File: config.mk
export PLATFORM = sky130hd
export DESIGN_NAME = eef_event_flags
export DESIGN_NICKNAME = d
export VERILOG_FILES = /design/src/common/eef_pkg.sv /design/src/core/eef_sticky.sv /design/src/core/eef_event_flags.sv
export SDC_FILE = /design/constraint.sdc
export NUM_CORES = 1
export LEC_CHECK = 0
export ABC_CLOCK_PERIOD_IN_PS = 4250
export BUFFER_PORTS_ARGS = -buffer_cell sky130_fd_sc_hd__buf_2
export CAP_MARGIN = 15
export CORE_AREA = 2 2 93 139
export CTS_BUF_LIST = sky130_fd_sc_hd__clkbuf_8
export CTS_CLUSTER_SIZE = 25
export DETAILED_ROUTE_END_ITERATION = 10
export DIE_AREA = 0 0 95 141
export PLACE_DENSITY_LB_ADDON = 0.12
export SYNTH_ARGS = -nofsm -noshare
export SYNTH_HDL_FRONTEND = slang
export SYNTH_SLANG_ARGS = --single-unit
File: constraint.sdc
create_clock -name aclk -period 4.25 [get_ports aclk]
set_clock_uncertainty 0.1 [all_clocks]
set_input_delay 0.6375 -clock aclk [delete_from_list [all_inputs] [get_ports aclk]]
set_output_delay 0.6375 -clock aclk [all_outputs]
set_load 0.005 [all_outputs]
File: src/common/eef_pkg.sv
package eef_pkg;
    // ==========================================
    // Register offsets
    localparam logic [7:0] EEF_FLAG_OFS = 8'h00;
    localparam logic [7:0] EEF_CLR_OFS = 8'h04;
    localparam logic [7:0] EEF_EN_OFS = 8'h08;
    localparam logic [7:0] EEF_STAT_OFS = 8'h0C;
    localparam logic [7:0] EEF_STCLR_OFS = 8'h10;
    localparam logic [7:0] EEF_PHYEN_OFS = 8'h14;
    localparam logic [7:0] EEF_PHYFLAG_OFS = 8'h18;
    localparam logic [7:0] EEF_CTRL_OFS = 8'h1C;
    localparam logic [7:0] EEF_PKT_OFS = 8'h20;
    localparam logic [7:0] EEF_MAXLEN_OFS = 8'h24;
    // ==========================================
    // Field positions
    localparam int EEF_B_RXERR = 0;
    localparam int EEF_B_TXERR = 1;
    localparam int EEF_B_TXDONE = 3;
    localparam int EEF_B_LINK = 4;
    localparam int EEF_B_COPY = 5;
    localparam int EEF_B_PEND = 6;
    localparam int EEF_B_GLOBAL = 7;
    localparam int EEF_B_AGG = 7;
    localparam int EEF_B_LATE = 4;
    localparam int EEF_B_ABORT = 1;
    localparam int EEF_B_PLINK = 4;
    localparam int EEF_B_PGLOB_EN = 1;
    localparam int EEF_B_PGLOB_FL = 2;
    localparam int EEF_B_TXREQ = 0;
    localparam int EEF_B_COPYGO = 1;
    localparam int EEF_B_FDX = 2;
    localparam int EEF_B_HUGE = 3;
    localparam int EEF_B_FOREVER = 4;
    localparam int EEF_B_PKTDEC = 0;
    localparam logic [7:0] EEF_EN_MASK = 8'hFB;
    localparam logic [15:0] EEF_PHYEN_MASK = 16'h0012;
    // ==========================================
    // Reset values and limits
    localparam logic [7:0] EEF_EN_RST = 8'h00;
    localparam logic [15:0] EEF_PHYEN_RST = 16'h0000;
    localparam logic [7:0] EEF_CTRL_RST = 8'h00;
    localparam logic [15:0] EEF_MAXLEN_RST = 16'h05EE;
    localparam logic [7:0] EEF_PKT_MAX = 8'hFF;
    localparam logic [1:0] EEF_RESP_OK = 2'h0;
    localparam logic [1:0] EEF_RESP_ERR = 2'h2;
    // ==========================================
    // Timing
    localparam int EEF_CLK_PERIOD_NS = 25;
    localparam int EEF_FOREVER_A_LIMIT_NS = 2428700;
    localparam int EEF_FOREVER_A_CYC = EEF_FOREVER_A_LIMIT_NS / EEF_CLK_PERIOD_NS;
    // ==========================================
    // Carriers
    typedef struct packed {
        logic frame_end;
        logic no_space;
    } eef_rx_evt_t;
    typedef struct packed {
        logic completed;
        logic retry_exceeded;
        logic late_window;
        logic coll_after64;
        logic medium_busy;
        logic len_valid;
        logic [15:0] frame_len;
        logic pp_override;
        logic pp_huge;
    } eef_tx_evt_t;
endpackage

File: src/core/eef_sticky.sv
`timescale 1ns/1ps
`default_nettype none
module eef_sticky
    import eef_pkg::*;
(
    // Clock and reset
    input wire logic aclk,
    input wire logic aresetn,
    // Set and clear
    input wire logic set,
    input wire logic clr,
    // Flag
    output logic q
);
    always_ff @(posedge aclk) begin
        if (!aresetn) begin
            q <= 1'b0;
        end else if (set) begin
            q <= 1'b1;
        end else if (clr) begin
            q <= 1'b0;
        end
    end
endmodule // eef_sticky
`default_nettype wire

File: src/core/eef_event_flags.sv
// The implementer's own choices: the AXI4-Lite interface to the registers and the address map.
`timescale 1ns/1ps
`default_nettype none
module eef_event_flags
    import eef_pkg::*;
#(
    parameter int FOREVER_A_CYC = EEF_FOREVER_A_CYC
) (
    // Clock and reset
    input wire logic aclk,
    input wire logic aresetn,
    // AXI4-Lite slave
    input wire logic [7:0] awaddr,
    input wire logic awvalid,
    output logic awready,
    input wire logic [31:0] wdata,
    input wire logic [3:0] wstrb,
    input wire logic wvalid,
    output logic wready,
    output logic [1:0] bresp,
    output logic bvalid,
    input wire logic bready,
    input wire logic [7:0] araddr,
    input wire logic arvalid,
    output logic arready,
    output logic [31:0] rdata,
    output logic [1:0] rresp,
    output logic rvalid,
    input wire logic rready,
    // Datapath events
    input wire eef_rx_evt_t rx_evt,
    input wire eef_tx_evt_t tx_evt,
    input wire logic [12:0] tx_end_pointer,
    input wire logic copy_finished,
    input wire logic phy_link_event,
    // Datapath controls
    output logic tx_request,
    output logic copy_go,
    output logic rx_frame_abort,
    output logic tx_status_wr,
    output logic [12:0] tx_status_addr,
    // Host request pin
    output logic irq_n_pin
);
    // ==========================================
    // Bus handshake
    logic awready_q, wready_q, bvalid_q, arready_q, rvalid_q;
    logic [1:0] bresp_q, rresp_q;
    logic [31:0] rdata_q;
    wire wr_fire = awvalid && awready_q && wvalid && wready_q;
    wire rd_fire = arvalid && arready_q;
    wire wr_b0 = wr_fire && wstrb[0];
    wire wr_b1 = wr_fire && wstrb[1];
    wire wr_clr = wr_b0 && (awaddr == EEF_CLR_OFS);
    wire wr_en = wr_b0 && (awaddr == EEF_EN_OFS);
    wire wr_stclr = wr_b0 && (awaddr == EEF_STCLR_OFS);
    wire wr_phyen = wr_b0 && (awaddr == EEF_PHYEN_OFS);
    wire wr_ctrl = wr_b0 && (awaddr == EEF_CTRL_OFS);
    wire wr_pkt = wr_b0 && (awaddr == EEF_PKT_OFS);
    wire wr_max = wr_fire && (awaddr == EEF_MAXLEN_OFS);
    wire phy_read = rd_fire && (araddr == EEF_PHYFLAG_OFS);
    wire wr_mapped = (awaddr == EEF_FLAG_OFS) || (awaddr == EEF_CLR_OFS) ||
        (awaddr == EEF_EN_OFS) || (awaddr == EEF_STAT_OFS) || (awaddr == EEF_STCLR_OFS) ||
        (awaddr == EEF_PHYEN_OFS) || (awaddr == EEF_PHYFLAG_OFS) ||
        (awaddr == EEF_CTRL_OFS) || (awaddr == EEF_PKT_OFS) || (awaddr == EEF_MAXLEN_OFS);
    // ==========================================
    // Control registers
    logic [7:0] en_q, ctrl_q, pkt_cnt_q;
    logic [15:0] phy_en_q, max_len_q;
    logic tx_req_prev_q, copy_prev_q;
    logic [23:0] forever_a_cnt_q;
    wire global_en = en_q[EEF_B_GLOBAL];
    wire full_duplex = ctrl_q[EEF_B_FDX];
    wire tx_req = ctrl_q[EEF_B_TXREQ];
    wire copy_on = ctrl_q[EEF_B_COPYGO];
    wire phy_both_en = phy_en_q[EEF_B_PLINK] && phy_en_q[EEF_B_PGLOB_EN];
    // ==========================================
    // Transmit abort causes
    wire huge_ok = ctrl_q[EEF_B_HUGE] || (tx_evt.pp_override && tx_evt.pp_huge);
    wire oversize = tx_evt.len_valid && (tx_evt.frame_len > max_len_q) && !huge_ok;
    wire forever_a_hit = tx_req && tx_evt.medium_busy && !ctrl_q[EEF_B_FOREVER] &&
        (forever_a_cnt_q == 24'(FOREVER_A_CYC - 1));
    wire shared_fault = tx_evt.retry_exceeded || tx_evt.late_window ||
        tx_evt.coll_after64 || forever_a_hit;
    wire tx_abort = tx_req && (oversize || (!full_duplex && shared_fault));
    wire tx_fall = tx_req_prev_q && !tx_req;
    wire copy_fall = copy_prev_q && !copy_on;
    // ==========================================
    // Receive accounting
    wire rx_full = rx_evt.no_space || (pkt_cnt_q == EEF_PKT_MAX);
    wire rx_drop = rx_evt.frame_end && rx_full;
    wire rx_store = rx_evt.frame_end && !rx_full;
    wire pkt_dec = wr_pkt && wdata[EEF_B_PKTDEC] && (pkt_cnt_q != 8'h00);
    wire [7:0] pkt_cnt_d = pkt_cnt_q + {7'h00, rx_store} - {7'h00, pkt_dec};
    wire rx_pending = pkt_cnt_q != 8'h00;
    // ==========================================
    // Sticky flags
    logic rx_error, tx_error, tx_done, copy_done, late_col, tx_abort_flag;
    logic phy_link_flag, phy_glob_flag, link_flag;
    wire clr_rx = wr_clr && wdata[EEF_B_RXERR];
    eef_sticky u_rx_err (
        .aclk(aclk), .aresetn(aresetn), .set(rx_drop), .clr(clr_rx), .q(rx_error));
    eef_sticky u_tx_err (
        .aclk(aclk), .aresetn(aresetn), .set(tx_abort),
        .clr(wr_clr && wdata[EEF_B_TXERR]), .q(tx_error));
    eef_sticky u_tx_done (
        .aclk(aclk), .aresetn(aresetn), .set(tx_abort || tx_fall),
        .clr(wr_clr && wdata[EEF_B_TXDONE]), .q(tx_done));
    eef_sticky u_copy (
        .aclk(aclk), .aresetn(aresetn), .set(copy_fall),
        .clr(wr_clr && wdata[EEF_B_COPY]), .q(copy_done));
    eef_sticky u_late (
        .aclk(aclk), .aresetn(aresetn), .set(tx_req && !full_duplex && tx_evt.coll_after64),
        .clr(wr_stclr && wdata[EEF_B_LATE]), .q(late_col));
    eef_sticky u_abort (
        .aclk(aclk), .aresetn(aresetn), .set(tx_abort),
        .clr(wr_stclr && wdata[EEF_B_ABORT]), .q(tx_abort_flag));
    eef_sticky u_plink (
        .aclk(aclk), .aresetn(aresetn), .set(phy_link_event),
        .clr(phy_read), .q(phy_link_flag));
    eef_sticky u_pglob (
        .aclk(aclk), .aresetn(aresetn),
        .set(phy_both_en && (phy_link_event || (phy_link_flag && !phy_read))),
        .clr(phy_read), .q(phy_glob_flag));
    eef_sticky u_link (
        .aclk(aclk), .aresetn(aresetn), .set(phy_glob_flag && phy_both_en && !phy_read),
        .clr(phy_read), .q(link_flag));
    // ==========================================
    // Flag, status and request
    wire [7:0] flags = {1'b0, rx_pending, copy_done, link_flag, tx_done, 1'b0,
        tx_error, rx_error};
    wire aggregate = |(flags & en_q & 8'h7B);
    wire [7:0] status = {aggregate, 2'b00, late_col, 2'b00, tx_abort_flag, 1'b0};
    wire [15:0] phy_flags = {11'h000, phy_link_flag, 1'b0, phy_glob_flag, 2'b00};
    logic irq_n_q, rx_abort_q, tx_stat_q;
    logic [12:0] tx_stat_addr_q;
    logic [31:0] rd_word;
    always_comb begin
        unique case (araddr)
            EEF_FLAG_OFS: rd_word = {24'h000000, flags};
            EEF_EN_OFS: rd_word = {24'h000000, en_q};
            EEF_STAT_OFS: rd_word = {24'h000000, status};
            EEF_PHYEN_OFS: rd_word = {16'h0000, phy_en_q};
            EEF_PHYFLAG_OFS: rd_word = {16'h0000, phy_flags};
            EEF_CTRL_OFS: rd_word = {24'h000000, ctrl_q};
            EEF_PKT_OFS: rd_word = {24'h000000, pkt_cnt_q};
            EEF_MAXLEN_OFS: rd_word = {16'h0000, max_len_q};
            default: rd_word = 32'h00000000;
        endcase
    end
    wire rd_mapped = (araddr == EEF_FLAG_OFS) || (araddr == EEF_CLR_OFS) ||
        (araddr == EEF_EN_OFS) || (araddr == EEF_STAT_OFS) || (araddr == EEF_STCLR_OFS) ||
        (araddr == EEF_PHYEN_OFS) || (araddr == EEF_PHYFLAG_OFS) ||
        (araddr == EEF_CTRL_OFS) || (araddr == EEF_PKT_OFS) || (araddr == EEF_MAXLEN_OFS);
    // ==========================================
    // Bus state
    always_ff @(posedge aclk) begin
        if (!aresetn) begin
            awready_q <= 1'b0;
            wready_q <= 1'b0;
            bvalid_q <= 1'b0;
            bresp_q <= EEF_RESP_OK;
        end else begin
            awready_q <= awvalid && wvalid && !awready_q && !bvalid_q;
            wready_q <= awvalid && wvalid && !awready_q && !bvalid_q;
            if (wr_fire) begin
                bvalid_q <= 1'b1;
                bresp_q <= wr_mapped ? EEF_RESP_OK : EEF_RESP_ERR;
            end else if (bready) begin
                bvalid_q <= 1'b0;
            end
        end
    end
    always_ff @(posedge aclk) begin
        if (!aresetn) begin
            arready_q <= 1'b0;
            rvalid_q <= 1'b0;
            rdata_q <= 32'h00000000;
            rresp_q <= EEF_RESP_OK;
        end else begin
            arready_q <= arvalid && !arready_q && !rvalid_q;
            if (rd_fire) begin
                rvalid_q <= 1'b1;
                rdata_q <= rd_word;
                rresp_q <= rd_mapped ? EEF_RESP_OK : EEF_RESP_ERR;
            end else if (rready) begin
                rvalid_q <= 1'b0;
            end
        end
    end
    // ==========================================
    // Control state
    always_ff @(posedge aclk) begin
        if (!aresetn) begin
            en_q <= EEF_EN_RST;
            phy_en_q <= EEF_PHYEN_RST;
            max_len_q <= EEF_MAXLEN_RST;
            pkt_cnt_q <= 8'h00;
        end else begin
            if (wr_en) en_q <= wdata[7:0] & EEF_EN_MASK;
            if (wr_phyen) phy_en_q <= wdata[15:0] & EEF_PHYEN_MASK;
            if (wr_max && wr_b0) max_len_q[7:0] <= wdata[7:0];
            if (wr_max && wr_b1) max_len_q[15:8] <= wdata[15:8];
            pkt_cnt_q <= pkt_cnt_d;
        end
    end
    always_ff @(posedge aclk) begin
        if (!aresetn) begin
            ctrl_q <= EEF_CTRL_RST;
        end else begin
            if (wr_ctrl) ctrl_q <= wdata[7:0] & 8'h1F;
            if (tx_abort || tx_evt.completed) ctrl_q[EEF_B_TXREQ] <= 1'b0;
            if (copy_finished) ctrl_q[EEF_B_COPYGO] <= 1'b0;
        end
    end
    always_ff @(posedge aclk) begin
        if (!aresetn) begin
            tx_req_prev_q <= 1'b0;
            copy_prev_q <= 1'b0;
            forever_a_cnt_q <= 24'h000000;
        end else begin
            tx_req_prev_q <= tx_req;
            copy_prev_q <= copy_on;
            if (tx_req && tx_evt.medium_busy && !full_duplex && !forever_a_hit)
                forever_a_cnt_q <= forever_a_cnt_q + 24'h000001;
            else
                forever_a_cnt_q <= 24'h000000;
        end
    end
    // ==========================================
    // Outputs
    always_ff @(posedge aclk) begin
        if (!aresetn) begin
            irq_n_q <= 1'b1;
            rx_abort_q <= 1'b0;
            tx_stat_q <= 1'b0;
            tx_stat_addr_q <= 13'h0000;
        end else begin
            irq_n_q <= !(global_en && aggregate);
            rx_abort_q <= rx_drop;
            tx_stat_q <= tx_abort;
            if (tx_abort) tx_stat_addr_q <= tx_end_pointer + 13'h0001;
        end
    end
    assign awready = awready_q;
    assign wready = wready_q;
    assign bvalid = bvalid_q;
    assign bresp = bresp_q;
    assign arready = arready_q;
    assign rvalid = rvalid_q;
    assign rdata = rdata_q;
    assign rresp = rresp_q;
    assign tx_request = tx_req;
    assign copy_go = copy_on;
    assign rx_frame_abort = rx_abort_q;
    assign tx_status_wr = tx_stat_q;
    assign tx_status_addr = tx_stat_addr_q;
    assign irq_n_pin = irq_n_q;
    // ==========================================
    // Checks
    chk_rx_drop_err: assert property (@(posedge aclk) disable iff (!aresetn)
        rx_drop |=> rx_error && rx_frame_abort)
        else $error("receive drop did not set error and abort");
    chk_rx_err_hold: assert property (@(posedge aclk) disable iff (!aresetn)
        rx_error && !clr_rx |=> rx_error)
        else $error("receive error dropped without clear");
    chk_irq_asserted: assert property (@(posedge aclk) disable iff (!aresetn)
        global_en && (flags[EEF_B_TXERR] && en_q[EEF_B_TXERR]) |=> !irq_n_pin)
        else $error("request pin not low for enabled flag");
    chk_irq_quiet: assert property (@(posedge aclk) disable iff (!aresetn)
        !global_en |=> irq_n_pin)
        else $error("request pin low with global enable off");
    chk_abort_effects: assert property (@(posedge aclk) disable iff (!aresetn)
        tx_abort |=> !tx_request && tx_abort_flag && tx_status_wr &&
            tx_status_addr == $past(tx_end_pointer) + 13'h0001)
        else $error("transmit abort side effects missing");
    chk_err_sets_done: assert property (@(posedge aclk) disable iff (!aresetn)
        $rose(tx_error) |-> $rose(tx_done) || $past(tx_done))
        else $error("transmit error without transmit done");
    chk_tx_fall_done: assert property (@(posedge aclk) disable iff (!aresetn)
        $fell(tx_request) |=> tx_done)
        else $error("transmit request fall did not set done");
    chk_copy_fall_done: assert property (@(posedge aclk) disable iff (!aresetn)
        $fell(copy_go) |=> copy_done)
        else $error("copy go fall did not set copy done");
    chk_fdx_cause: assert property (@(posedge aclk) disable iff (!aresetn)
        full_duplex && tx_abort |-> oversize)
        else $error("full duplex abort without oversize frame");
    chk_pend_clear: assert property (@(posedge aclk) disable iff (!aresetn)
        pkt_cnt_q == 8'h01 && pkt_dec && !rx_store |=> !flags[EEF_B_PEND] ##1 irq_n_pin || en_q[EEF_B_PEND] == 1'b0 || aggregate)
        else $error("pending flag did not follow count to zero");
    chk_wake_frame: assert property (@(posedge aclk) disable iff (!aresetn)
        pkt_cnt_q == 8'h00 && rx_store && !pkt_dec && global_en && en_q[EEF_B_PEND]
        |=> flags[EEF_B_PEND] && status[EEF_B_AGG] ##1 !irq_n_pin)
        else $error("wake frame did not raise request");
    chk_phy_rd_clear: assert property (@(posedge aclk) disable iff (!aresetn)
        phy_read && !phy_link_event |=> !link_flag && !phy_glob_flag && !phy_link_flag)
        else $error("PHY flag read did not clear link flags");
    chk_link_gated: assert property (@(posedge aclk) disable iff (!aresetn)
        !phy_both_en && !link_flag |=> !link_flag)
        else $error("link flag set without PHY enables");
    chk_set_wins: assert property (@(posedge aclk) disable iff (!aresetn)
        rx_drop && clr_rx |=> rx_error)
        else $error("host clear beat hardware set");
endmodule // eef_event_flags
`default_nettype wire

==> results of run 1 <==
-- cells by family (layout without fill, tap and decap cells) --
group | count (synthesis) | after routing
multiplexers | 33 | 33
AND/OR/NAND/NOR | 275 | 275
flip-flops | 111 | 111
XOR/XNOR | 36 | 36
AO/OA/AOI/OAI | 106 | 106
buffers and inverters | 78 | 176
adder cells (fa/ha/maj) | 33 | 33
other | 1 | 19
-- routing by layer --
layer  GRT usage (%)  wire, um  part of all wire, %
met1            26.1      6280                   41
met2            41.9      8030                   52
met3            3.47       721                  4.7
met4            9.31       342                  2.2
met5               0         0                    0
-- flip-flops by register name, indices dropped and copies added (netlist names), 2 cells and up --
| register | count |
|---|---|
| phy_en_q | 2 |
| pkt_cnt_q | 8 |
| forever_a_cnt_q | 24 |
| rdata | 16 |
| ctrl_q | 5 |
| max_len_q | 16 |
| en_q | 7 |
| tx_status_addr | 13 |
-- worst reg2reg max path, cell delays in order, from the launching register on --
cell and delay [ns]:
sky130_fd_sc_hd__dfxtp_1 0.38, sky130_fd_sc_hd__nand3_1 0.16, sky130_fd_sc_hd__nor4_2 0.33, sky130_fd_sc_hd__nand2_1 0.18, sky130_fd_sc_hd__nor2_1 0.24, sky130_fd_sc_hd__ha_1 0.27, sky130_fd_sc_hd__inv_1 0.05, sky130_fd_sc_hd__ha_1 0.14
sky130_fd_sc_hd__inv_1 0.05, sky130_fd_sc_hd__fa_1 0.39, sky130_fd_sc_hd__nand2b_1 0.16, sky130_fd_sc_hd__a21oi_1 0.20, sky130_fd_sc_hd__o21ai_0 0.13, sky130_fd_sc_hd__a21oi_1 0.22, sky130_fd_sc_hd__o21a_1 0.14, sky130_fd_sc_hd__nor3_1 0.04
-- final timing paths --
check / slack [ns] / endpoint / depth (start not counted)
max: 0.91 / pkt_cnt_q[6] / 15
min: 0.30 / ctrl_q[1] / 2
max reg2reg: 0.91 / pkt_cnt_q[6] / 15
min reg2reg: 0.35 / irq_n_pin / 1
-- cell usage in the layout (no fill, tap or decap), types with 4 or more instances in the layout --
cell type | synthesis | routed
sky130_fd_sc_hd__a21oi_1 | 39 | 39
sky130_fd_sc_hd__a222oi_1 | 5 | 5
sky130_fd_sc_hd__a2bb2oi_1 | 6 | 6
sky130_fd_sc_hd__a31oi_1 | 5 | 5
sky130_fd_sc_hd__and2_1 | 6 | 6
sky130_fd_sc_hd__and3_1 | 10 | 10
sky130_fd_sc_hd__buf_2 | 4 | 122
sky130_fd_sc_hd__clkbuf_8 | 0 | 9
sky130_fd_sc_hd__conb_1 | 1 | 18
sky130_fd_sc_hd__dfxtp_1 | 111 | 111
sky130_fd_sc_hd__ha_1 | 32 | 32
sky130_fd_sc_hd__inv_1 | 36 | 36
sky130_fd_sc_hd__mux2i_1 | 30 | 30
sky130_fd_sc_hd__nand2_1 | 54 | 54
sky130_fd_sc_hd__nand2b_1 | 5 | 5
sky130_fd_sc_hd__nand3_1 | 35 | 35
sky130_fd_sc_hd__nand4_1 | 12 | 12
sky130_fd_sc_hd__nor2_1 | 85 | 85
sky130_fd_sc_hd__nor2b_1 | 4 | 4
sky130_fd_sc_hd__nor3_1 | 13 | 13
sky130_fd_sc_hd__nor3_2 | 20 | 20
sky130_fd_sc_hd__nor4_1 | 6 | 6
sky130_fd_sc_hd__o211ai_1 | 7 | 7
sky130_fd_sc_hd__o21ai_0 | 10 | 10
sky130_fd_sc_hd__xnor2_1 | 24 | 24
sky130_fd_sc_hd__xor2_1 | 12 | 12
-- power by group --
group / total (mW) / switching [mW] / leakage (nW) / internal, mW
combinational: 0.372 / 0.205 / 1.84 / 0.167
clock: 0.613 / 0.391 / 0.0983 / 0.221
sequential: 1.09 / 0.0274 / 0.897 / 1.07
total: 2.08 / 0.623 / 2.84 / 1.46
-- metrics by stage --
step	setup WS (ns)	utilization [%]
finish	0.911	54.9
global route	0.621	54.8
CTS	0.927	54.8
detailed placement	0.598	53.4
global placement	0.638	53.4
floorplan	1.18	-
-- cell type report --
type | instances | area (um^2)
Clock buffer | 9 | 124
Timing Repair Buffer | 124 | 626
Tap cell | 156 | 195
Inverter | 36 | 135
Fill cell | 1231 | 5560
Sequential cell | 111 | 2220
Multi-Input combinational cell | 501 | 3400
Antenna cell | 1 | 2.50
Clock inverter | 7 | 56.3
==> flow_summary.json, run 1 <==
{
  "run_status": "complete, no violations",
  "yosysMostFrequentCell": "sky130_fd_sc_hd__dfxtp_1",
  "cts_resized": 0,
  "synth.area.top_cells": "sky130_fd_sc_hd__dfxtp_1 (37%), sky130_fd_sc_hd__ha_1 (6.7%), sky130_fd_sc_hd__nor2_1 (5.3%)",
  "place_congestion": 0.893,
  "worst_path_max_fanout": 4,
  "synthCells": 673,
  "timing.critical_path.from": "wready",
  "ant_nets": 0,
  "min_from": "copy_finished",
  "pin_count_of_the_biggest_net_entering_global_routing": 44,
  "placedInstanceArea_um2": 6580,
  "irDropWorstVdd_mv": 0.166,
  "globalRouteOverflowTotal": 0,
  "total_power_of_the_final_layout_mw": 2.08,
  "start_kind": "register",
  "number_of_flops_mapped_to_enable_cells_by_yosys": 0,
  "via_count_of_the_first_global_routing_pass": 5126,
  "post_cts_buffers": 0,
  "numPlacedInstances": 928,
  "cp-end-kind": "register",
  "die_span_y_um": 141,
  "synth_top_cells_by_count": "sky130_fd_sc_hd__dfxtp_1 (111), sky130_fd_sc_hd__nor2_1 (85), sky130_fd_sc_hd__nand2_1 (54)",
  "min-delay-path-class": "input pin to register",
  "placeable_core_region_um2": 12300,
  "max_slew.worst_pin.slew_ns": 0.918,
  "final.period_utilization_pct": 78.6,
  "synth_compound_gate_area_share_pct": 12.7,
  "wl_per_cell_um": 16.3,
  "share_of_the_synthesized_area_in_the_top_cell_type_pct": 37.2,
  "pin_count": 159,
  "path_cells": "nand3_1 > nor4_2 > nand2_1 > nor2_1 > ha_1 > inv_1 > ha_1 > inv_1 > fa_1 > nand2b_1 > a21oi_1 > o21ai_0 > a21oi_1 > o21a_1 > nor3_1",
  "worstReg2RegStart": "wready",
  "endpoints_failing_hold": 0,
  "async_set_or_reset_flop_fraction_in_the_synthesized_netlist_pct": 0,
  "synth-seq-area-share_pct": 37.2,
  "dieArea_um2": 13400,
  "muxShareOfSynthArea_pct": 5.60,
  "final_nets": 916,
  "path_delay_family": "simple AND/OR/NAND/NOR gates",
  "clock-sinks": 111,
  "mappedNetlistArea_um2": 5970,
  "drc": 0,
  "endpoint_required_time_on_the_critical_path_ns": 4.39,
  "p_leak_nw": 2.84,
  "gr-usage-all-layers_pct": 23.0,
  "finalWirelength_mm": 15.4,
  "floorplan.die.width_um": 95,
  "main_combinational_cell_family_by_area_after_synthesis": "simple AND/OR/NAND/NOR gates",
  "setup_tns_ns": 0,
  "clk_lat_worst_skew_ns": 0.38,
  "yosys.area_share.adder_pct": 7.04,
  "ys.warnings.count": 0,
  "tritoncts": "built",
  "dr.first_iter.drc_count": 248,
  "final-max-slew-violation-count": 0,
  "ctsHtreeMaxLevel": 3,
  "area_growth_pct": 13.3,
  "clock_tree.buffer_depth": 2,
  "grt_setup_unrepaired": "no",
  "initial_antenna_violation_count": 1,
  "post-synth-top-area-cell": "sky130_fd_sc_hd__dfxtp_1",
  "max-slew-margin-rel_pct": 38.6,
  "tritoncts.num_buffers": 9,
  "port_buffers": 122,
  "synth-xor-area-share_pct": 5.28,
  "fin_hold_ws_ns": 0.305,
  "setup_viol_count_final": 0,
  "slowest_delay_ns": 0.39,
  "grt_first_pass_wirelength_mm": 24.2,
  "synth-simple-area-share_pct": 25.2,
  "powerDensity_nw_per_um2": 307,
  "drt_pre_antenna_iters": 5,
  "synth_seq_cells": 111,
  "finalInstanceArea_um2": 6760,
  "cpMaxStageDelayCell": "sky130_fd_sc_hd__fa_1",
  "max_cap_viol_count": 0,
  "top_flip_flop_cell_by_instance_count_after_synthesis": "sky130_fd_sc_hd__dfxtp_1",
  "clkTransAtPathRegs_ns": 0.12,
  "crit_arrival_ns": 3.47,
  "finalWorstPathRequiredPeriod_ns": 3.34,
  "clock_tree.root_cell": "sky130_fd_sc_hd__clkbuf_8",
  "via_cell_ratio": 5.48,
  "finish.cell_count_without_fillers": 945,
  "synthDistinctLibCells": 69,
  "criticalPathCategory": "register to register",
  "timing.fmax_ghz": 0.300,
  "critPathBufInv": 2,
  "drive_above_1_share_pct": 23.0,
  "rows": 50,
  "dpl.hpwl_mm": 11.9,
  "postSynthAreaPerCell_um2": 8.87,
  "post_cts_hold_buffer_count": 0,
  "initial_core_util_pct": 48.4,
  "detailroute.via_count": 5182
}
(Power assumes the default switching activity.)
==> run 2, diff against run 1 <==
--- a/config.mk
+++ b/config.mk
@@ -5,14 +5,15 @@
 export SDC_FILE = /design/constraint.sdc
 export NUM_CORES = 1
 export LEC_CHECK = 0
-export ABC_CLOCK_PERIOD_IN_PS = 4250
+export ABC_AREA = 1
+export ABC_CLOCK_PERIOD_IN_PS = 2700
 export BUFFER_PORTS_ARGS = -buffer_cell sky130_fd_sc_hd__buf_2
 export CAP_MARGIN = 15
-export CORE_AREA = 2 2 93 139
+export CORE_AREA = 2 2 94 141
 export CTS_BUF_LIST = sky130_fd_sc_hd__clkbuf_8
 export CTS_CLUSTER_SIZE = 25
 export DETAILED_ROUTE_END_ITERATION = 10
-export DIE_AREA = 0 0 95 141
+export DIE_AREA = 0 0 96 143
 export PLACE_DENSITY_LB_ADDON = 0.12
 export SYNTH_ARGS = -nofsm -noshare
 export SYNTH_HDL_FRONTEND = slang
==> constraint.sdc (replaced) <==
create_clock -name aclk -period 2.7 [get_ports aclk]
set_clock_uncertainty 0.1 [all_clocks]
set_input_delay 0.405 -clock aclk [delete_from_list [all_inputs] [get_ports aclk]]
set_output_delay 0.405 -clock aclk [all_outputs]
set_load 0.005 [all_outputs]
==> run 2 against run 1 <==
The run now ends with setup timing left. Synthesized cell count rose by 26%. First-iteration DRC count down 23%. Power rose by 64%. Highest routed layer unchanged.
==> flow_summary.json, run 2 <==
{
  "intPower_mw": 2.42,
  "synth_seq_cells": 111,
  "criticalPathCategory": "register to register",
  "ys.warnings.count": 0,
  "synth_top_cells_by_count": "sky130_fd_sc_hd__nand2_1 (168), sky130_fd_sc_hd__inv_1 (119), sky130_fd_sc_hd__dfxtp_1 (111)",
  "cp-end-kind": "register",
  "total_power_of_the_final_layout_mw": 3.40,
  "pwr-share-clk_pct": 29.1,
  "dpl.hpwl_mm": 12.2,
  "powerDensity_nw_per_um2": 470,
  "fin_hold_ws_ns": 0.0733,
  "detailroute.via_count": 5747,
  "max-slew-margin-rel_pct": 56.6,
  "drt_pre_antenna_iters": 5,
  "final_nets": 1128,
  "final-seq-area_um2": 2230,
  "ctsHtreeMaxLevel": 3,
  "async_set_or_reset_flop_fraction_in_the_synthesized_netlist_pct": 0,
  "via_count_of_the_first_global_routing_pass": 5450,
  "seq_power_share_pct": 50.6,
  "tritoncts.num_buffers": 9,
  "met2_wirelength_mm": 7.81,
  "endpoint_required_time_on_the_critical_path_ns": 2.89,
  "area_of_the_multi_input_gates_um2": 3320,
  "fill_cells": 1267,
  "finish.cell_count_without_fillers": 1156,
  "min-delay-path-class": "input pin to register",
  "globalRouteOverflowTotal": 0,
  "commonest_cells_after_routing_fill_and_taps_aside": "sky130_fd_sc_hd__nand2_1 (166), sky130_fd_sc_hd__buf_2 (122), sky130_fd_sc_hd__inv_1 (114), sky130_fd_sc_hd__dfxtp_1 (105), sky130_fd_sc_hd__nor2_1 (99)",
  "dieArea_um2": 13700,
  "clock-sinks": 111,
  "clk_lat_worst_skew_ns": 0.38,
  "failed_checks": "setup timing",
  "crit_arrival_ns": 3.02,
  "top_flip_flop_cell_by_instance_count_after_synthesis": "sky130_fd_sc_hd__dfxtp_1",
  "pin_count": 159,
  "power_frac_comb_pct": 20.4,
  "grt_setup_unrepaired": "yes",
  "yosys.area_share.adder_pct": 6.87,
  "endpoints_failing_hold": 0,
  "synthCells": 851,
  "place_congestion": 0.881,
  "layout.core_utilization_pct": 58.1,
  "postSynthAreaPerCell_um2": 7.19,
  "post-place-ws_ns": -0.333,
  "run_status": "finished, violations left",
  "final-max-slew-violation-count": 0,
  "share_of_the_synthesized_area_in_the_top_cell_type_pct": 36.3,
  "yosysMostFrequentCell": "sky130_fd_sc_hd__nand2_1",
  "ant_nets": 0,
  "clock_tree.root_cell": "sky130_fd_sc_hd__clkbuf_8",
  "finalWorstPathRequiredPeriod_ns": 2.83,
  "placeable_core_region_um2": 12400,
  "clock_tree.buffer_depth": 2,
  "irDropWorstVdd_mv": 0.235,
  "wl_met1_mm": 6.37,
  "synth-xor-area-share_pct": 3.15,
  "setup_tns_ns": -0.131,
  "net-switching-power_mw": 0.981,
  "synthDistinctLibCells": 49,
  "synth-simple-area-share_pct": 28.5,
  "max_cap_viol_count": 0,
  "numPlacedInstances": 1138,
  "initial_core_util_pct": 49.1,
  "top_layer": "met4",
  "finalWirelength_mm": 15.3,
  "largest_register_ff_count": 24,
  "p_leak_nw": 3.34,
  "count_of_inserted_antenna_diode_cells": 0,
  "rows": 50,
  "drive_above_1_share_pct": 22.9,
  "post-synth-top-area-cell": "sky130_fd_sc_hd__dfxtp_1",
  "mappedNetlistArea_um2": 6120,
  "largest_register": "forever_a_cnt_q",
  "swShare_pct": 28.8,
  "wl_per_cell_um": 13.2,
  "tritoncts": "built",
  "number_of_flops_mapped_to_enable_cells_by_yosys": 0,
  "routed-wl-met3_um": 717,
  "grt_first_pass_wirelength_mm": 24.8,
  "pin_count_of_the_biggest_net_entering_global_routing": 47,
  "finalInstanceArea_um2": 7230,
  "port_buffers": 122,
  "via_cell_ratio": 4.97,
  "mostFrequentLayoutCell": "sky130_fd_sc_hd__nand2_1",
  "start_kind": "register",
  "dr.first_iter.drc_count": 192,
  "synth-seq-area-share_pct": 36.3,
  "final.period_utilization_pct": 105,
  "gr-usage-all-layers_pct": 22.9,
  "initial_antenna_violation_count": 0,
  "max_slew.worst_pin.slew_ns": 0.650,
  "clkTransAtPathRegs_ns": 0.10,
  "synth_compound_gate_area_share_pct": 13.8,
  "placedInstanceArea_um2": 6990,
  "die_span_y_um": 143,
  "synth.area.top_cells": "sky130_fd_sc_hd__dfxtp_1 (36%), sky130_fd_sc_hd__nand2_1 (10%), sky130_fd_sc_hd__inv_1 (7.3%)",
  "timing.fmax_ghz": 0.353,
  "main_combinational_cell_family_by_area_after_synthesis": "simple AND/OR/NAND/NOR gates",
  "floorplan.die.width_um": 96,
  "setup_viol_count_final": 1,
  "postLayoutSetupSlackWorst_ns": -0.131,
  "area_growth_pct": 18.3,
  "muxShareOfSynthArea_pct": 0,
  "drc": 0,
  "worst_path_max_fanout": 3
}
==> run 2: critical path: stages (launching register included) <==
cell and delay [ns]:
sky130_fd_sc_hd__dfxtp_2 0.35, sky130_fd_sc_hd__inv_2 0.07, sky130_fd_sc_hd__ha_4 0.13, sky130_fd_sc_hd__nand4_1 0.22
sky130_fd_sc_hd__nand3_2 0.13, sky130_fd_sc_hd__nor2_2 0.04, sky130_fd_sc_hd__ha_1 0.26, sky130_fd_sc_hd__inv_1 0.06
sky130_fd_sc_hd__ha_2 0.17, sky130_fd_sc_hd__inv_2 0.04, sky130_fd_sc_hd__fa_2 0.35, sky130_fd_sc_hd__nor2_1 0.12
sky130_fd_sc_hd__o21ai_1 0.08, sky130_fd_sc_hd__nand2_1 0.08, sky130_fd_sc_hd__nand2_1 0.05, sky130_fd_sc_hd__nand2_1 0.08
sky130_fd_sc_hd__a21oi_2 0.06, sky130_fd_sc_hd__or2_4 0.22, sky130_fd_sc_hd__and2_4 0.13
==> run 2: logic make-up after synthesis <==
group	count (synthesis)
compound gates	147
flops	111
fa+ha+maj	33
buf+inv	158
xor+xnor	22
simple gates	379
other cells	1
==> run 2: final timing paths <==
kind / to / start / cells past startpoint / slack [ns]
worst max-delay path: pkt_cnt_q[6] / pkt_cnt_q[4] / 18 / -0.13
worst min-delay path: ctrl_q[1] / copy_finished / 2 / 0.07
worst min register to register: arready / rvalid / 1 / 0.34
worst max register to register: pkt_cnt_q[6] / pkt_cnt_q[4] / 18 / -0.13
==> run 2: timing repair <==
item / 4_1_cts / 5_1_grt
resized for setup: 11 / 5
setup buffers: 1 / 1
setup endpoints to repair: 1 / 2
pin swaps: 4 / 1
hold buffers: 0 / 0
==> run 2: power by group through the flow <==
stage / Clock (mW) / Sequential (mW) / Combinational [mW]
after detailed placement: 0 / 1.75 / 0.643
after floorplan: 0 / 1.75 / 0.402
after global routing: 1.09 / 1.73 / 0.771
after global placement: 0 / 1.75 / 0.630
final: 0.989 / 1.72 / 0.693
after CTS: 1.02 / 1.72 / 0.660
==> run 2: layout make-up <==
type	count	area share, %
inverter	121	6.31
sequential	111	30.8
clock inverter	4	0.398
multi-input combinational	599	45.8
timing repair buffer	153	11.7
tap	156	2.70
clock buffer	12	2.28
==> run 2: routing by layer <==
metal / vias to the layer above / track usage (%)
li1: 3015 / -
met4: 0 / 7.67
met3: 20 / 5.38
met5: - / 0
met2: 132 / 40.7
met1: 2580 / 26.5
